--- src/svr_pkg.sv ---
// Operation
// - undervoltage sets flag and asserts internal reset
// - undervoltage path stays active in stop mode
// - defer undervoltage reset until RAM write ends
// - suppress undervoltage request while reset is driven
// - runaway counter is 20 bits on oscillation clock
// - counter starts by itself after power-on reset
// - uncleared full interval raises internal reset
// - runaway reset lasts five machine cycles
// - standby recovery extends period by twenty microseconds
package svr_pkg;
    localparam int unsigned CLOCK_HZ     = 10_000_000;       // machine and count clock rate
    localparam int unsigned COUNT_WIDTH  = 20;               // runaway counter width
    localparam int unsigned PULSE_CYCLES = 5;                // runaway reset width
    localparam int unsigned EXTEND_NS    = 20_000;           // standby extension, in ns
    // extension in whole cycles; exact only while the clock is a whole number of MHz
    localparam int unsigned EXTEND_CYCLES = (EXTEND_NS / 1_000) * (CLOCK_HZ / 1_000_000);
    localparam logic [2:0]  PULSE_W       = 3'(PULSE_CYCLES);  // pulse count at counter width
    localparam logic [7:0]  EXTEND_W      = 8'(EXTEND_CYCLES); // extension at register width
    localparam logic        FLAG_RESET    = 1'b0;            // flag value at power-on
endpackage

--- src/svr_pulse.sv ---
`timescale 1ns/1ps
`default_nettype none
// fixed-width pulse stretcher for the runaway reset
module svr_pulse
    import svr_pkg::*;
(
    input  wire logic clock,  // machine clock
    input  wire logic reset,  // power-on reset, async high
    input  wire logic fire,   // one-cycle start
    output logic      active  // pulse output, registered
);
    typedef struct packed {
        logic [2:0] left;     // cycles still to drive
        logic       active;   // pulse level
    } svr_pulse_s;

    svr_pulse_s st;           // current state
    svr_pulse_s next_st;      // next state

    // count down while the pulse stands
    always_comb begin
        next_st = st;
        if (st.left != 3'h0) begin
            next_st.left = st.left - 3'h1;
        end else if (fire) begin
            next_st.left = PULSE_W;
        end
        next_st.active = (next_st.left != 3'h0);
    end

    // state register
    always_ff @(posedge clock or posedge reset) begin
        if (reset) begin
            st <= '0;
        end else begin
            st <= next_st;
        end
    end

    assign active = st.active;

    pulse_width_a: assert property (@(posedge clock) disable iff (reset)
        $rose(active) |-> active [*5] ##1 !active)
        else $error("runaway reset pulse not five cycles");
endmodule
`default_nettype wire

--- src/svr_top.sv ---
`timescale 1ns/1ps
`default_nettype none
// undervoltage reset path and runaway counter sharing one internal reset
module svr_top
    import svr_pkg::*;
#(
    parameter int unsigned WIDTH = COUNT_WIDTH  // runaway counter width
) (
    input  wire logic clock,             // oscillation / machine clock, 10 MHz
    input  wire logic reset,             // power-on reset, async high
    input  wire logic undervoltage,      // comparator says supply is low
    input  wire logic stop_mode,         // core is in stop mode
    input  wire logic ram_write_busy,    // internal RAM write in progress
    input  wire logic counter_clear,     // software clear pulse
    input  wire logic flag_clear,        // software clears undervoltage flag
    input  wire logic standby_return,    // pulse: leaving standby
    output logic      undervoltage_flag, // reset cause flag, registered
    output logic      internal_reset,    // internal reset request, OR of two registered causes
    output logic      stop_release,      // wake from stop mode, registered
    output logic      runaway_reset      // runaway pulse, registered
);
    import svr_pkg::*;

    // all state of both reset paths except the runaway pulse stretcher, registered as one word
    typedef struct packed {
        logic [WIDTH-1:0] count;     // runaway counter
        logic [7:0]       extend;    // standby extension cycles left
        logic             flag;      // undervoltage flag
        logic             uv_pend;   // undervoltage waiting for RAM write
        logic             uv_reset;  // undervoltage reset level
        logic             wake;      // stop release
    } svr_top_s;

    svr_top_s st;            // current state
    svr_top_s next_st;       // next state
    logic     expire;        // interval fully elapsed
    logic     pulse_active;  // runaway pulse from stretcher
    logic     busy_reset;    // a reset already being driven
    logic     uv_request;    // undervoltage seen now or parked
    logic     full;          // counter at its terminal value

    // terminal test, shared by the counter, the expiry and the checks
    function automatic logic at_terminal(input logic [WIDTH-1:0] value);
        return &value;
    endfunction

    // a reset already on the line swallows fresh undervoltage requests unless a RAM write parks them
    assign busy_reset = pulse_active | st.uv_reset;
    // a request seen this cycle or parked behind a RAM write
    assign uv_request = undervoltage | st.uv_pend;
    assign full       = at_terminal(st.count);
    // a clear in the very last cycle still rescues the program
    assign expire     = full && (st.extend == 8'h00) && !counter_clear;

    // next-state logic for both paths
    always_comb begin
        next_st = st;
        // counter free-runs from reset release, no enable needed
        if (counter_clear || pulse_active) begin
            // a clear restarts the full interval, the pulse holds it at zero
            next_st.count = '0;
        end else if (full) begin
            // hold at terminal count while the standby extension drains
            if (st.extend != 8'h00) begin
                next_st.extend = st.extend - 8'h01;
            end else begin
                next_st.count = '0;
            end
        end else begin
            next_st.count = st.count + 1'b1;
        end
        // slow clock start after standby gets a longer first interval
        if (standby_return) begin
            next_st.extend = EXTEND_W;
        end
        // undervoltage request, held back during RAM writes
        next_st.uv_reset = 1'b0;
        next_st.wake     = 1'b0;
        if (uv_request) begin
            if (ram_write_busy) begin
                // a half-written word would survive the reset as garbage
                next_st.uv_pend = 1'b1;
            end else if (busy_reset) begin
                // dropped, not queued: the running reset already covers it
                next_st.uv_pend = 1'b0;
            end else begin
                // one reset cycle per accepted request
                next_st.uv_pend  = 1'b0;
                next_st.uv_reset = 1'b1;
                next_st.wake     = stop_mode;
            end
        end
        // set beats clear so a detection is never lost
        if (flag_clear) begin
            next_st.flag = 1'b0;
        end
        if (undervoltage) begin
            next_st.flag = 1'b1;
        end
    end

    // state register
    always_ff @(posedge clock or posedge reset) begin
        if (reset) begin
            st      <= '0;
            st.flag <= FLAG_RESET;
        end else begin
            st <= next_st;
        end
    end

    // stretcher for the runaway reset
    svr_pulse u_pulse (
        .clock  (clock),
        .reset  (reset),
        .fire   (expire),
        .active (pulse_active)
    );

    // outputs straight from flip-flops, the stretcher output included; internal reset is an OR of two of them
    // internal reset is the union of both causes
    assign undervoltage_flag = st.flag;
    assign internal_reset    = st.uv_reset | pulse_active;
    assign stop_release      = st.wake;
    assign runaway_reset     = pulse_active;

    flag_set_a: assert property (@(posedge clock) disable iff (reset)
        undervoltage |=> undervoltage_flag)
        else $error("flag not set on undervoltage");
    uv_reset_a: assert property (@(posedge clock) disable iff (reset)
        (undervoltage && !ram_write_busy && !busy_reset && !st.uv_pend) |=> internal_reset)
        else $error("undervoltage reset missing");
    stop_wake_a: assert property (@(posedge clock) disable iff (reset)
        (undervoltage && stop_mode && !ram_write_busy && !busy_reset) |=> stop_release)
        else $error("stop mode not released");
    ram_defer_a: assert property (@(posedge clock) disable iff (reset)
        ram_write_busy |=> !st.uv_reset)
        else $error("reset during RAM write");
    suppress_a: assert property (@(posedge clock) disable iff (reset)
        (pulse_active && !ram_write_busy) |=> !st.uv_reset)
        else $error("undervoltage reset not suppressed");
    clear_zero_a: assert property (@(posedge clock) disable iff (reset)
        counter_clear |=> st.count == '0)
        else $error("clear did not zero counter");
    flag_hold_a: assert property (@(posedge clock) disable iff (reset)
        (undervoltage_flag && !flag_clear) |=> undervoltage_flag)
        else $error("flag dropped without clear");
    count_run_a: assert property (@(posedge clock) disable iff (reset)
        (!counter_clear && !pulse_active && !(&st.count)) |=> st.count == $past(st.count) + 1'b1)
        else $error("counter not advancing");
    expire_a: assert property (@(posedge clock) disable iff (reset)
        expire |=> runaway_reset)
        else $error("expiry without reset");

    // further checks on both reset paths
    // stop release only rides on an undervoltage reset
    wake_only_a: assert property (@(posedge clock) disable iff (reset)
        stop_release |-> internal_reset)
        else $error("stop release without reset");

    // no wake pulse when the core is running
    stop_quiet_a: assert property (@(posedge clock) disable iff (reset)
        !stop_mode |=> !stop_release)
        else $error("stop release outside stop mode");

    // no undervoltage reset without a request
    idle_quiet_a: assert property (@(posedge clock) disable iff (reset)
        (!undervoltage && !st.uv_pend) |=> !st.uv_reset)
        else $error("undervoltage reset without cause");

    // a parked request waits as long as the write lasts
    pend_hold_a: assert property (@(posedge clock) disable iff (reset)
        (st.uv_pend && ram_write_busy) |=> st.uv_pend)
        else $error("parked request lost during write");

    // a parked request fires once the write is over
    pend_release_a: assert property (@(posedge clock) disable iff (reset)
        (st.uv_pend && !ram_write_busy && !busy_reset) |=> internal_reset)
        else $error("parked request never fired");

    // requests during a running reset with no RAM write are dropped, not parked
    drop_no_queue_a: assert property (@(posedge clock) disable iff (reset)
        (undervoltage && busy_reset && !ram_write_busy) |=> !st.uv_pend)
        else $error("suppressed request was queued");

    // counter stays at zero while the runaway pulse stands
    pulse_hold_a: assert property (@(posedge clock) disable iff (reset)
        pulse_active |=> st.count == '0)
        else $error("counter ran during runaway pulse");

    // expiry wraps the counter
    terminal_wrap_a: assert property (@(posedge clock) disable iff (reset)
        expire |=> st.count == '0)
        else $error("counter not wrapped on expiry");

    // runaway pulse only ever follows an expiry
    runaway_only_a: assert property (@(posedge clock) disable iff (reset)
        $rose(runaway_reset) |-> $past(expire))
        else $error("runaway reset without expiry");

    // leaving standby arms the full extension
    extend_load_a: assert property (@(posedge clock) disable iff (reset)
        standby_return |=> st.extend == EXTEND_W)
        else $error("standby extension not armed");

    // terminal count holds while extension cycles remain
    terminal_hold_a: assert property (@(posedge clock) disable iff (reset)
        (full && st.extend != 8'h00 && !counter_clear && !pulse_active) |=> full)
        else $error("counter left terminal during extension");

    // the extension drains one cycle at a time
    extend_drain_a: assert property (@(posedge clock) disable iff (reset)
        (full && st.extend != 8'h00 && !counter_clear && !pulse_active && !standby_return)
        |=> st.extend == $past(st.extend) - 8'h01)
        else $error("extension not draining");

    // an explicit clear with no new detection drops the flag
    flag_clear_a: assert property (@(posedge clock) disable iff (reset)
        (flag_clear && !undervoltage) |=> !undervoltage_flag)
        else $error("flag not cleared");

    // the flag never sets on its own
    flag_quiet_a: assert property (@(posedge clock) disable iff (reset)
        (!undervoltage_flag && !undervoltage) |=> !undervoltage_flag)
        else $error("flag set without undervoltage");
endmodule
`default_nettype wire

--- config.mk ---
export PLATFORM = sky130hd
export DESIGN_NAME = svr_top
export DESIGN_NICKNAME = d
export VERILOG_FILES = /design/src/svr_pkg.sv /design/src/svr_pulse.sv /design/src/svr_top.sv
export SDC_FILE = /design/constraint.sdc
export NUM_CORES = 1
export LEC_CHECK = 0
export ABC_AREA = 1
export CAP_MARGIN = 10
export CORE_UTILIZATION = 57
export CTS_BUF_LIST = sky130_fd_sc_hd__clkbuf_4
export DETAILED_ROUTE_END_ITERATION = 16
export DONT_BUFFER_PORTS = 1
export GPL_TIMING_DRIVEN = 0
export PLACE_DENSITY = 0.82
export SLEW_MARGIN = 20
export SYNTH_ARGS = -nofsm -noshare
export SYNTH_HDL_FRONTEND = slang
export SYNTH_SLANG_ARGS = --single-unit
export TNS_END_PERCENT = 1
--- constraint.sdc ---
create_clock -name clock -period 1.8 [get_ports clock]
set_clock_uncertainty 0.05 [all_clocks]
set_input_delay 0.36 -clock clock [delete_from_list [all_inputs] [get_ports clock]]
set_output_delay 0.36 -clock clock [all_outputs]
set_load 0.005 [all_outputs]
==> run metrics <==
final cycle utilization of the critical path=95.0%; HP Class=in -> reg; status=complete, no violations; Critical Path AT=1940 ps; Global Route met1 Usage=29.4%; max cap viols=0; first-pass GRT wire length=7.23 mm; CP max FO=10; Syn Inst Count=272; ANT cells=0; ys async rst share=100%; met3 Resource Use GR=6.39%; clk slew on worst S/H paths=120 ps; #FFs+latches synth=36; Worst EP required=2030 ps; final WL=4.38 mm; htree depth=2; Via density=5.28; Core Box Area=0.00344 mm²; largest net degree at the start of global routing=37; GPL Wtd Cong=0.878; Final #Nets=301; number of max-slew violations in the final report=0; WP buf/inv=1; post-DP HPWL=3.09 mm; Clock Sinks=36; Post-synth EDFFs=0; Bufs on Longest Clock Path=2; CP delay by family, top=simple AND/OR/NAND/NOR gates; highest clock rate=585 MHz; Worst VDD drop=0.529 mV; Final Instance Area=0.00235 mm²; initial antenna violation count=0; synthesized net count=285; Die Wd=62.7 µm; Top FF cell, synth=dfrtp_1; Top Ports=12; Relative slew margins=50.9%; Die Ht=62.7 µm; min-delay src=flag_clear; Post-synth top cells=nand2_1 (68), dfrtp_1 (36), nor2_1 (36); Slew @ Worst Pin=736 ps; count of standard-cell rows=21; Avg Cell Area, Syn=7.72 µm²; CP Launch Type=register; Initial DRT Pass Iterations=4; DR vias=1,770; Final Hold Viols=0; Num CTS Buffers=5; synth-to-layout area growth=11.9%; Sw Pwr=384 µW; Power Density=659 mW/mm²; highest-delay cell along the critical path=dfrtp_1; worst path cell trace=ha_4 > nand2_2 > nor2_4 > nand2_4 > nor2_8 > nand3_4 > buf_4 > o21ai_0; Top Usage Layer GRT=met2; Port Buffers=0; clk_lat worst skew=360 ps; GR Util met2=40.5%; vias in the first global route=1,665; placed instance area=0.00216 mm²; highest cell delay on the worst timing path=420 ps; Remaining Overflow, GRT=0; fraction of layout cells with a size suffix above 1=15.9%; Setup crit end kind=register; Period minus WS final=1710 ps; Seq/Total Area, Yosys=42.9%; critical path class=reg -> reg; Filler cells=288; top cells by area, synth=dfrtp_1 (43%), nand2_1 (12%), nor2_1 (6.4%), inv_1 (5.9%), nand3_1 (5.0%); most frequent cell after synthesis=nand2_1; total track usage=24.1%; Final Core Density=68.2%; root buffer cell=clkbuf_4; die area=0.00393 mm²; Flop pwr share=54.9%; Synth top area share=42.9%; wire length per cell=13.1 µm; Static Leak=0.00122 µW; Cell Int Power=1160 µW; CTS tree=done; Gate power share=7.9%; crit path launch=st[13]; Post-route DRC=0; Finish-stage setup viols=0; leading area contributor after synthesis=dfrtp_1; synth unique cells=28; overall power=1550 µW; Clock Power Share=37.2%; Routed Antenna Nets=0; unrepaired setup endpoints after global routing=true; DR iter-0 viols=133; reg2reg start=st[13]; initial core utilization=61.0%; warnings from Yosys=0; Mapped Area=0.00210 mm²; Switching Fraction=24.8%
## final timing paths
path / cells after the start / end / slack (ps)
max: 8 / st[16] / 90
max in group asynchronous: 2 / st[21] / 670
min in group asynchronous: 2 / st[12] / 520
max reg2reg: 8 / st[16] / 90
min: 1 / undervoltage_flag / 50
min reg2reg: 2 / st[2] / 460
## power by group through the flow
stage                     clock, µW  sequential, µW  combinational (µW)
after floorplan                   0             859                78.4
after global placement            0             862                94.4
after detailed placement          0             863                98.6
after CTS                       593             848                 110
after global routing            624             852                 142
final                           576             849                 122
## kinds of logic (layout without fill, tap and decap cells)
kind of cell	after synthesis	after routing	synth area share (%)
flip-flops	36	36	42.9
XOR/XNOR	10	10	4.17
buffers and inverters	35	52	6.44
AND/OR/NAND/NOR	157	157	36.0
adder cells (fa/ha/maj)	5	5	2.98
AO/OA/AOI/OAI	29	29	7.51
## cells in the final DEF (no fill, tap or decap), types with 2 or more instances in the layout
cell,count
buf_4,8
inv_1,31
a21oi_1,3
o21ai_0,16
clkinv_2,2
clkbuf_4,5
nor2_2,2
dlygate4sd3_1,2
nand4_1,5
o21ai_1,5
nand2_2,3
nand2_1,67
nor2_1,34
ha_1,4
nor3_1,5
xor2_1,9
nand2_4,3
nor2_4,3
or2_2,7
dfrtp_1,35
inv_2,2
nand3b_1,2
nand3_1,21
## layer usage
metal,routed length [µm],part of all wire (%),vias up
li1,-,-,901
met1,1950,45,830
met2,2190,50,32
met3,176,4.0,7
met4,57,1.3,0
met5,0,0,-
## per-stage QoR
stage               setup slack (ps)  instances  TNS [ps]  hold slack, ps
detailed placement             -91.0        318      -960             357
CTS                             4.44        328         0            14.0
finish                          90.4        335         0            47.4
floorplan                        167        272         0             389
global placement               -36.0        318      -226             400
global route                   -34.3        335     -92.0            21.0
## worst reg2reg max path: stages (launching register included)
cell and delay [ps]:
dfrtp_1 420, ha_4 180, nand2_2 80, nor2_4 170
nand2_4 90, nor2_8 170, nand3_4 150, buf_4 220
o21ai_0 100
## flip-flops by register name, indices dropped and copies added, names as in the netlist
name and flops:
u_pulse.st 3, stop_release 1, u_pulse.active 1, st 30, undervoltage_flag 1
## repair_timing
item	CTS	global route
hold endpoints to repair	36	1
resized for setup	5	6
hold buffers	1	1
buffers inserted	1	6
setup endpoints to repair	27	25
pin swaps	0	4
## cell type report
type,instances,area (µm²),area share (%)
sequential,36,902,38.4
buffer,1,7.51,0.320
tap,46,57.6,2.45
clock inverter,3,42.5,1.81
timing repair buffer,9,72.6,3.09
clock buffer,5,37.5,1.60
multi-input combinational,201,1100,46.8
inverter,34,129,5.49
No activity file was read; power rests on OpenSTA's default activity.
